### src/common/cba_pkg.sv
// Constants and types shared by the complement and decimal adjust datapath
package cba_pkg;

    // ==========================================================
    // Data widths and adjust constants
    localparam int          DATA_W      = 8;
    localparam logic [3:0]  NIB_MAX     = 4'h9;
    localparam logic [7:0]  ADJ_NONE    = 8'h00;
    localparam logic [7:0]  ADJ_LOW     = 8'h06;
    localparam logic [7:0]  ADJ_HIGH    = 8'h60;
    localparam logic [7:0]  ADJ_BOTH    = 8'h66;

    // ==========================================================
    // Reset values
    localparam logic [7:0]  RST_DATA    = 8'h00;
    localparam logic        RST_FLAG    = 1'b0;

    // ==========================================================
    // Operation encoding
    typedef enum logic [1:0] {
        CBA_OP_NONE   = 2'h0,
        CBA_OP_INVERT = 2'h1,
        CBA_OP_FIXUP  = 2'h2
    } cba_op_t;

    // Result stage state, one-hot
    typedef enum logic [2:0] {
        CBA_ST_IDLE   = 3'h1,
        CBA_ST_INVERT = 3'h2,
        CBA_ST_FIXUP  = 3'h4
    } cba_state_t;

endpackage

### src/hw/cba_adjust.sv
// Combinational decimal adjust of one byte after a BCD addition
module cba_adjust #(
    parameter int DATA_W = 8
) (
    // Operand and flags
    input  wire logic [DATA_W-1:0] work_in,
    input  wire logic              half_carry_flag,
    input  wire logic              carry_in,
    // Result
    output logic      [DATA_W-1:0] adj_out,
    output logic                   carry_out
);
    initial begin
        if (DATA_W != 8) $error("cba_adjust serves only 8-bit data");
    end

    logic          fix_lo;
    logic          fix_hi;
    logic [7:0]    addend;
    logic [8:0]    sum;

    always_comb begin
        fix_lo = (work_in[3:0] > cba_pkg::NIB_MAX) || half_carry_flag;
        fix_hi = (work_in[7:4] > cba_pkg::NIB_MAX) || carry_in;
        case ({fix_hi, fix_lo})
            2'h1:    addend = cba_pkg::ADJ_LOW;
            2'h2:    addend = cba_pkg::ADJ_HIGH;
            2'h3:    addend = cba_pkg::ADJ_BOTH;
            default: addend = cba_pkg::ADJ_NONE;
        endcase
        sum       = {1'b0, work_in} + {1'b0, addend};
        adj_out   = sum[7:0];
        // Carry stays set for chained additions, set again on overflow
        carry_out = carry_in || sum[8];
    end
endmodule

### src/hw/cba_datapath.sv
// Complement and decimal adjust datapath slice with registered results

// Behaviour
// - The invert operation flips every bit of the addressed memory byte.
// - The invert result goes only to the working register and only the null flag changes.
// - The invert operation never writes back to data memory.
// - Decimal adjust adds 6 to the low nibble when it exceeds 9 or half carry is set.
// - Decimal adjust adds 6 to the high nibble when it exceeds 9 or carry is set.
// - Decimal adjust adds exactly one of 00, 06, 60 or 66 hex to the working register.
// - Decimal adjust stores its result into data memory, not the working register.
// - Decimal adjust changes only the carry flag, set when carry was set or adding the adjust overflows eight bits.
module cba_datapath #(
    parameter int DATA_W = 8
) (
    // Clock and reset
    input  wire logic              mclk,
    input  wire logic              rst_n,
    // Operation request, one-cycle strobe
    input  wire logic              op_valid,
    input  wire cba_pkg::cba_op_t  op_sel,
    // Operands
    input  wire logic [DATA_W-1:0] mem_rdata,
    input  wire logic [DATA_W-1:0] work_register,
    input  wire logic              half_carry_flag,
    input  wire logic              carry_flag,
    // Working register write
    output logic                   work_we,
    output logic      [DATA_W-1:0] work_wdata,
    // Data memory write
    output logic                   mem_we,
    output logic      [DATA_W-1:0] mem_wdata,
    // Flag writes
    output logic                   null_we,
    output logic                   null_flag,
    output logic                   carry_we,
    output logic                   carry_flag_out,
    // Status
    output logic                   busy
);
    initial begin
        if (DATA_W != 8) $error("cba_datapath serves only 8-bit data");
    end

    // ==========================================================
    // State
    typedef struct packed {
        cba_pkg::cba_state_t st;
        logic [DATA_W-1:0]   res;
        logic                flag;
    } cba_regs_t;

    cba_regs_t   r_q;
    cba_regs_t   r_d;
    logic [DATA_W-1:0] adj_res;
    logic        adj_carry;

    cba_adjust #(
        .DATA_W          (DATA_W)
    ) u_adjust (
        .work_in         (work_register),
        .half_carry_flag (half_carry_flag),
        .carry_in        (carry_flag),
        .adj_out         (adj_res),
        .carry_out       (adj_carry)
    );

    // ==========================================================
    // Next state
    always_comb begin
        r_d    = r_q;
        r_d.st = cba_pkg::CBA_ST_IDLE;
        if (op_valid) begin
            case (op_sel)
                cba_pkg::CBA_OP_INVERT: begin
                    r_d.st   = cba_pkg::CBA_ST_INVERT;
                    r_d.res  = ~mem_rdata;
                    r_d.flag = (~mem_rdata == '0);
                end
                cba_pkg::CBA_OP_FIXUP: begin
                    r_d.st   = cba_pkg::CBA_ST_FIXUP;
                    r_d.res  = adj_res;
                    r_d.flag = adj_carry;
                end
                default: r_d.st = cba_pkg::CBA_ST_IDLE;
            endcase
        end
    end

    always_ff @(posedge mclk or negedge rst_n) begin
        if (!rst_n) begin
            r_q.st   <= cba_pkg::CBA_ST_IDLE;
            r_q.res  <= cba_pkg::RST_DATA;
            r_q.flag <= cba_pkg::RST_FLAG;
        end else begin
            r_q <= r_d;
        end
    end

    // ==========================================================
    // Outputs; each operation strobes only its own destinations
    always_comb begin
        work_we  = (r_q.st == cba_pkg::CBA_ST_INVERT);
        null_we  = (r_q.st == cba_pkg::CBA_ST_INVERT);
        mem_we   = (r_q.st == cba_pkg::CBA_ST_FIXUP);
        carry_we = (r_q.st == cba_pkg::CBA_ST_FIXUP);
        busy     = (r_q.st != cba_pkg::CBA_ST_IDLE);
    end

    assign work_wdata     = r_q.res;
    assign mem_wdata      = r_q.res;
    assign null_flag      = r_q.flag;
    assign carry_flag_out = r_q.flag;
endmodule
### config.mk
export PLATFORM = sky130hd
export DESIGN_NAME = cba_datapath
export DESIGN_NICKNAME = d
export VERILOG_FILES = /design/src/common/cba_pkg.sv /design/src/hw/cba_adjust.sv /design/src/hw/cba_datapath.sv
export SDC_FILE = /design/constraint.sdc
export NUM_CORES = 1
export LEC_CHECK = 0
export BUFFER_PORTS_ARGS = -buffer_cell sky130_fd_sc_hd__buf_2
export CAP_MARGIN = 10
export CORE_MARGIN = 4
export CORE_UTILIZATION = 47
export CTS_BUF_LIST = sky130_fd_sc_hd__clkbuf_4
export DETAILED_ROUTE_END_ITERATION = 10
export GPL_TIMING_DRIVEN = 1
export PLACE_DENSITY = 0.81
export SYNTH_ARGS = -nofsm -noshare
export SYNTH_HDL_FRONTEND = slang
export SYNTH_SLANG_ARGS = --single-unit
### constraint.sdc
create_clock -name mclk -period 1.3 [get_ports mclk]
set_input_delay 0.26 -clock mclk [delete_from_list [all_inputs] [get_ports mclk]]
set_output_delay 0.26 -clock mclk [all_outputs]
set_load 0.005 [all_outputs]
After elaboration in Yosys (flattened, before gate mapping)

Cells that the tools add are included.

Memories kept: 0
Word-level logic and storage cells: 25
RAM bits: 0
Bits in read-only memories: 0
Register bits: 12
Latch bits: 0
Output and inout port bits: 23

Add/sub/neg operators: 1
Shifts and indexed selects: 0
Equality and inequality tests: 8
Mux-type cells: 4
$lt $le $gt $ge: 2
Divide/modulo/power cells: 0
Bitwise operators: 1
Multipliers: 0
Reductions and logical operators: 6

Operators by type and width:

| kind               | count |
|---|---|
| $pmux 7 s3         | 1 |
| $pmux 9 s2         | 1 |
| $mux 12            | 1 |
| $add 8x7->9        | 1 |
| $gt 4x4->1 const B | 2 |
| $logic_not 8->1    | 1 |
| $not 8->8          | 1 |
| $eq 2x2->1 const B | 3 |
| $pmux 3 s2         | 1 |
| $eq 2x1->1 const B | 2 |
| $eq 3x2->1 const B | 1 |
| $eq 3x3->1 const B | 1 |
| $logic_or 1x1->1   | 3 |
| $ne 3x1->1 const B | 1 |
| $reduce_and 2->1   | 1 |
| $reduce_bool 2->1  | 1 |

Logic depth before layout (Yosys ltp)

Word-level depth: 8
Gate-level depth with buffers: 9
Depth with buffers taken out: 9

Modules after synthesis

Synthesis repeated with hierarchy kept, for this count alone.

Cells, all modules: 117
Area total of the unflattened synthesis: 1,023.5 µm²

Modules (own cells, without submodules):

| module       | sequential area each (µm²) | times used | area an instance (µm²) | cells each |
|---|---|---|---|---|
| cba_datapath | 301.5                      | 1          | 762.0                  | 84 |
| cba_adjust   | 0.0                        | 1          | 261.5                  | 33 |

Least setup slack after synthesis

OpenSTA, ideal clock, no wires.

Path kind: input -> register
From: in work_register[2]
To: reg r_q (netlist bit mem_wdata[7])
Library setup time: 0.077 ns
Arrival time: 1.803 ns
Required time: 1.223 ns
Setup slack: -0.580 ns
Stages on the path: 9
Cells stage by stage: o21ai_0 nand2b_1 ha_1 inv_1 fa_1 and3b_1 o21ai_0 a211o_1 a21oi_1

Longest elaborated chain between the ends: 6

RTL lines:

| item                                            | RTL line           | source |
|---|---|---|
| from (decl)                                     | cba_datapath.sv:23 | `input wire logic [DATA_W-1:0] work_register,` |
| $gt 4x4->1                                      | cba_adjust.sv:23   | `fix_lo = (work_in[3:0] > cba_pkg::NIB_MAX) \|\| half_carry_flag;` |
| $logic_or 1x1->1                                | cba_adjust.sv:23   |  |
| $eq 2x2->1 / $eq 2x1->1 (equally long branches) | cba_adjust.sv:25   | `case ({fix_hi, fix_lo})` |
| $pmux 7 s3                                      | cba_adjust.sv:25   |  |
| $add 8x7->9 (*)                                 | cba_adjust.sv:31   | `sum = {1'b0, work_in} + {1'b0, addend};` |
| $pmux 9 s2 (*)                                  | cba_datapath.sv:73 | `case (op_sel)` |
| to (signal assigned)                            | cba_datapath.sv:95 | `r_q <= r_d;` |
| to (decl)                                       | cba_datapath.sv:52 | `cba_regs_t r_q;` |

Mark *: on every way between the ends. The rest lies on a longest branch, timed or not.
A chain may end at the register's enable or synchronous reset.

Worst setup path after layout

Ends and elaborated chain as after synthesis.

==> reports/results.ini <==
[timing]
final-setup-viol-count=11
tightest_slew_ps=268
timing_hold_violations_final=0
rsz0062_at_grt=yes
min_period_ps=1590
fmax_ghz=0.630
maxSlewViolCount=0
setup_ws_ps=-287
fin_skew_ps=0
period_share_pct=122
relSlewSlack_pct=82.2

[global_route]
first_global_vias=935
antenna_found_initial=0
gr-total-overflow=0
grt_first_pass_wirelength_um=3930
track_usage_pct=19.2
grt_max_degree=20

[yosys]
yosysUniqueCellTypes=33
syn_inst=112
ys_warn_count=0
syn_area_per_cell_um2=8.41
ys_seq_elements=12
synth.cell_area_um2=942
syn_nets=140
yosysSeqAreaShare_pct=32.0

[die]
ios=46
rows=15
start_util_pct=51.8
die_w_um=52.8
die_h_um=52.8
dieArea_um2=2780
core_area_um2=1820

[critical_path]
cp.required_ps=1490
crit_chain=buf_8 > o21ai_2 > nand2b_1 > ha_2 > inv_2 > fa_2 > and3b_2 > o21ai_1 > a211o_1 > a21oi_1
critPathMaxFanout=4
worstPathArrival_ps=1780
r2r_start=mem_wdata[5]$_DFFE_PN0P_
slowest_delay_ps=330
setup.worst_path.start=work_register[2]
start_kind=input pin
slowest_stage=fa_2
worstSetupPathType=input pin to register
endpoint_kind=register

[power]
power_density_nw_per_um2=887
ir_worst_vdd_mv=0.587
power_leakage_nw=0.680
p_total_w=0.00118

[final_layout]
multi_input_area_um2=542
fin_cells=182
diodes=0
fillers=151
syn2layout_area_growth_pct=41.2
regArea_um2=302
final_common_cell=buf_2
nNetsFinal=186
layout-drive-gt1-share_pct=55.4
mostFrequentLayoutCells=buf_2, buf_4, dfrtp_1

[cts]
cts.path.max_buffers=2
path_clk_slew_ps=70
clk_latency_ps=260
cts_tree=yes
cts-buffers-inserted=3
root_buffer=clkbuf_4
cts_sinks=12
htreeDepth=1

[job]
maxCapViolations=0

[detailed_routing]
vias=931
wl_um=2500
drt_iter0_drc=15
wire_per_inst_um=13.7
drc=0
ant_nets=0
viasPerCell=5.12
firstDrtPassIters=4

[place]
place_congestion=0.874
portBuffers=45
placedCellCount=174
post-dp-hpwl_um=1860

[run_status]
status=finished, violations left
violations=negative setup slack

[worst_hold_path]
min_from=op_valid
min_path_type=input pin to register

-- metal layers --
layer | share of wire, % | wire length [µm] | global-route usage [%]
met5 | 0 | 0 | 0
met4 | 1.5 | 37 | 7.23
met3 | 5.9 | 148 | 3.99
met2 | 55 | 1380 | 37.2
met1 | 37 | 935 | 19.6
-- worst paths after layout --
check                                                  end  slack (ps)  cells after the start
worst max register to register    mem_wdata[5]$_DFFE_PN0P_         530                      3
worst min register to register    mem_wdata[0]$_DFFE_PN0P_         490                      2
worst min-delay path                     r_q[11]$_DFF_PN0_         240                      2
max in group asynchronous                 r_q[9]$_DFF_PN1_         630                      2
worst max-delay path              mem_wdata[7]$_DFFE_PN0P_        -290                     10
min in group asynchronous       carry_flag_out$_DFFE_PN0P_         400                      2
-- power by group --
group | switching [W] | internal (W) | leakage, nW
registers | 0.0000414 | 0.000432 | 0.150
logic | 0.000221 | 0.000256 | 0.514
clock network | 0.000117 | 0.000111 | 0.0154
total | 0.000380 | 0.000799 | 0.680
-- flip-flops by register name, summed over array words and instances (netlist names) --
| register | count |
|---|---|
| carry_flag_out | 1 |
| r_q | 3 |
| mem_wdata | 8 |
-- critical path, delay by kind of cell --
family	cells	cell delay (ps)
fa+ha+maj	2	520
compound gates	4	500
simple gates	2	390
buf+inv	2	110
-- synth_stat cells --
cell	n	area, µm²
or2_2	1	6.26
buf_2	1	5.00
or3b_2	1	8.76
mux2_2	1	11.3
nor4_2	1	12.5
buf_4	19	143
nor2_1	6	22.5
inv_1	8	30.0
nand4_1	1	6.26
o221ai_1	1	8.76
a21oi_1	12	60.1
nand2_1	9	33.8
xnor2_1	3	26.3
nand3_1	2	10.0
nor3b_1	2	15.0
dfstp_2	1	26.3
and3b_1	1	8.76
a31oi_1	3	18.8
a211o_1	1	8.76
and2_1	2	12.5
nand2b_1	2	12.5
o22ai_1	1	6.26
o31a_1	1	8.76
a21o_1	1	7.51
o21a_1	1	7.51
a22o_1	1	8.76
ha_1	4	50.1
fa_1	1	20.0
clkbuf_1	2	7.51
o32a_1	1	10.0
dfrtp_1	11	275
o21ai_0	9	45.0
or3b_1	1	8.76
-- logic make-up (layout without fill, tap and decap cells) --
kind of cell | after synthesis | count (layout) | share of synthesized area, %
xor+xnor | 3 | 3 | 2.79
buf+inv | 30 | 75 | 19.7
mux | 1 | 1 | 1.20
simple gates | 29 | 29 | 16.7
fa+ha+maj | 5 | 5 | 7.44
flops | 12 | 12 | 32.0
compound gates | 32 | 32 | 20.2
-- per-stage QoR --
| stage | area (µm²) | util [%] | worst slack [ps] | setup TNS, ps | hold WS (ps) |
|---|---|---|---|---|---|
| 2_1_floorplan | 957 | - | -463 | -1520 | -35.6 |
| 3_3_place_gp | 1160 | 63.8 | -555 | -2740 | 151 |
| 3_5_place_dp | 1160 | 63.8 | -634 | -3110 | 154 |
| 4_1_cts | 1280 | 70.6 | -281 | -1240 | 234 |
| 5_1_grt | 1330 | 73.1 | -318 | -2000 | 238 |
| 6_report | 1330 | 73.1 | -287 | -1530 | 235 |
-- what timing repair did --
action / CTS / global route
endpoints found under the hold margin: 11 / 0
pin swaps: 13 / 7
buffers inserted: 3 / 2
hold buffers: 1 / 0
setup endpoints to repair: 11 / 11
resized for setup: 14 / 10
-- layout make-up --
type                            count  area share [%]
Clock inverter                      1           0.282
Multi-Input combinational cell     70            40.7
Sequential cell                    12            22.7
Timing Repair Buffer               63            30.0
Clock buffer                        3            1.69
Tap cell                           25            2.35
Inverter                            8            2.26
Power figures use the tool's default switching activity.
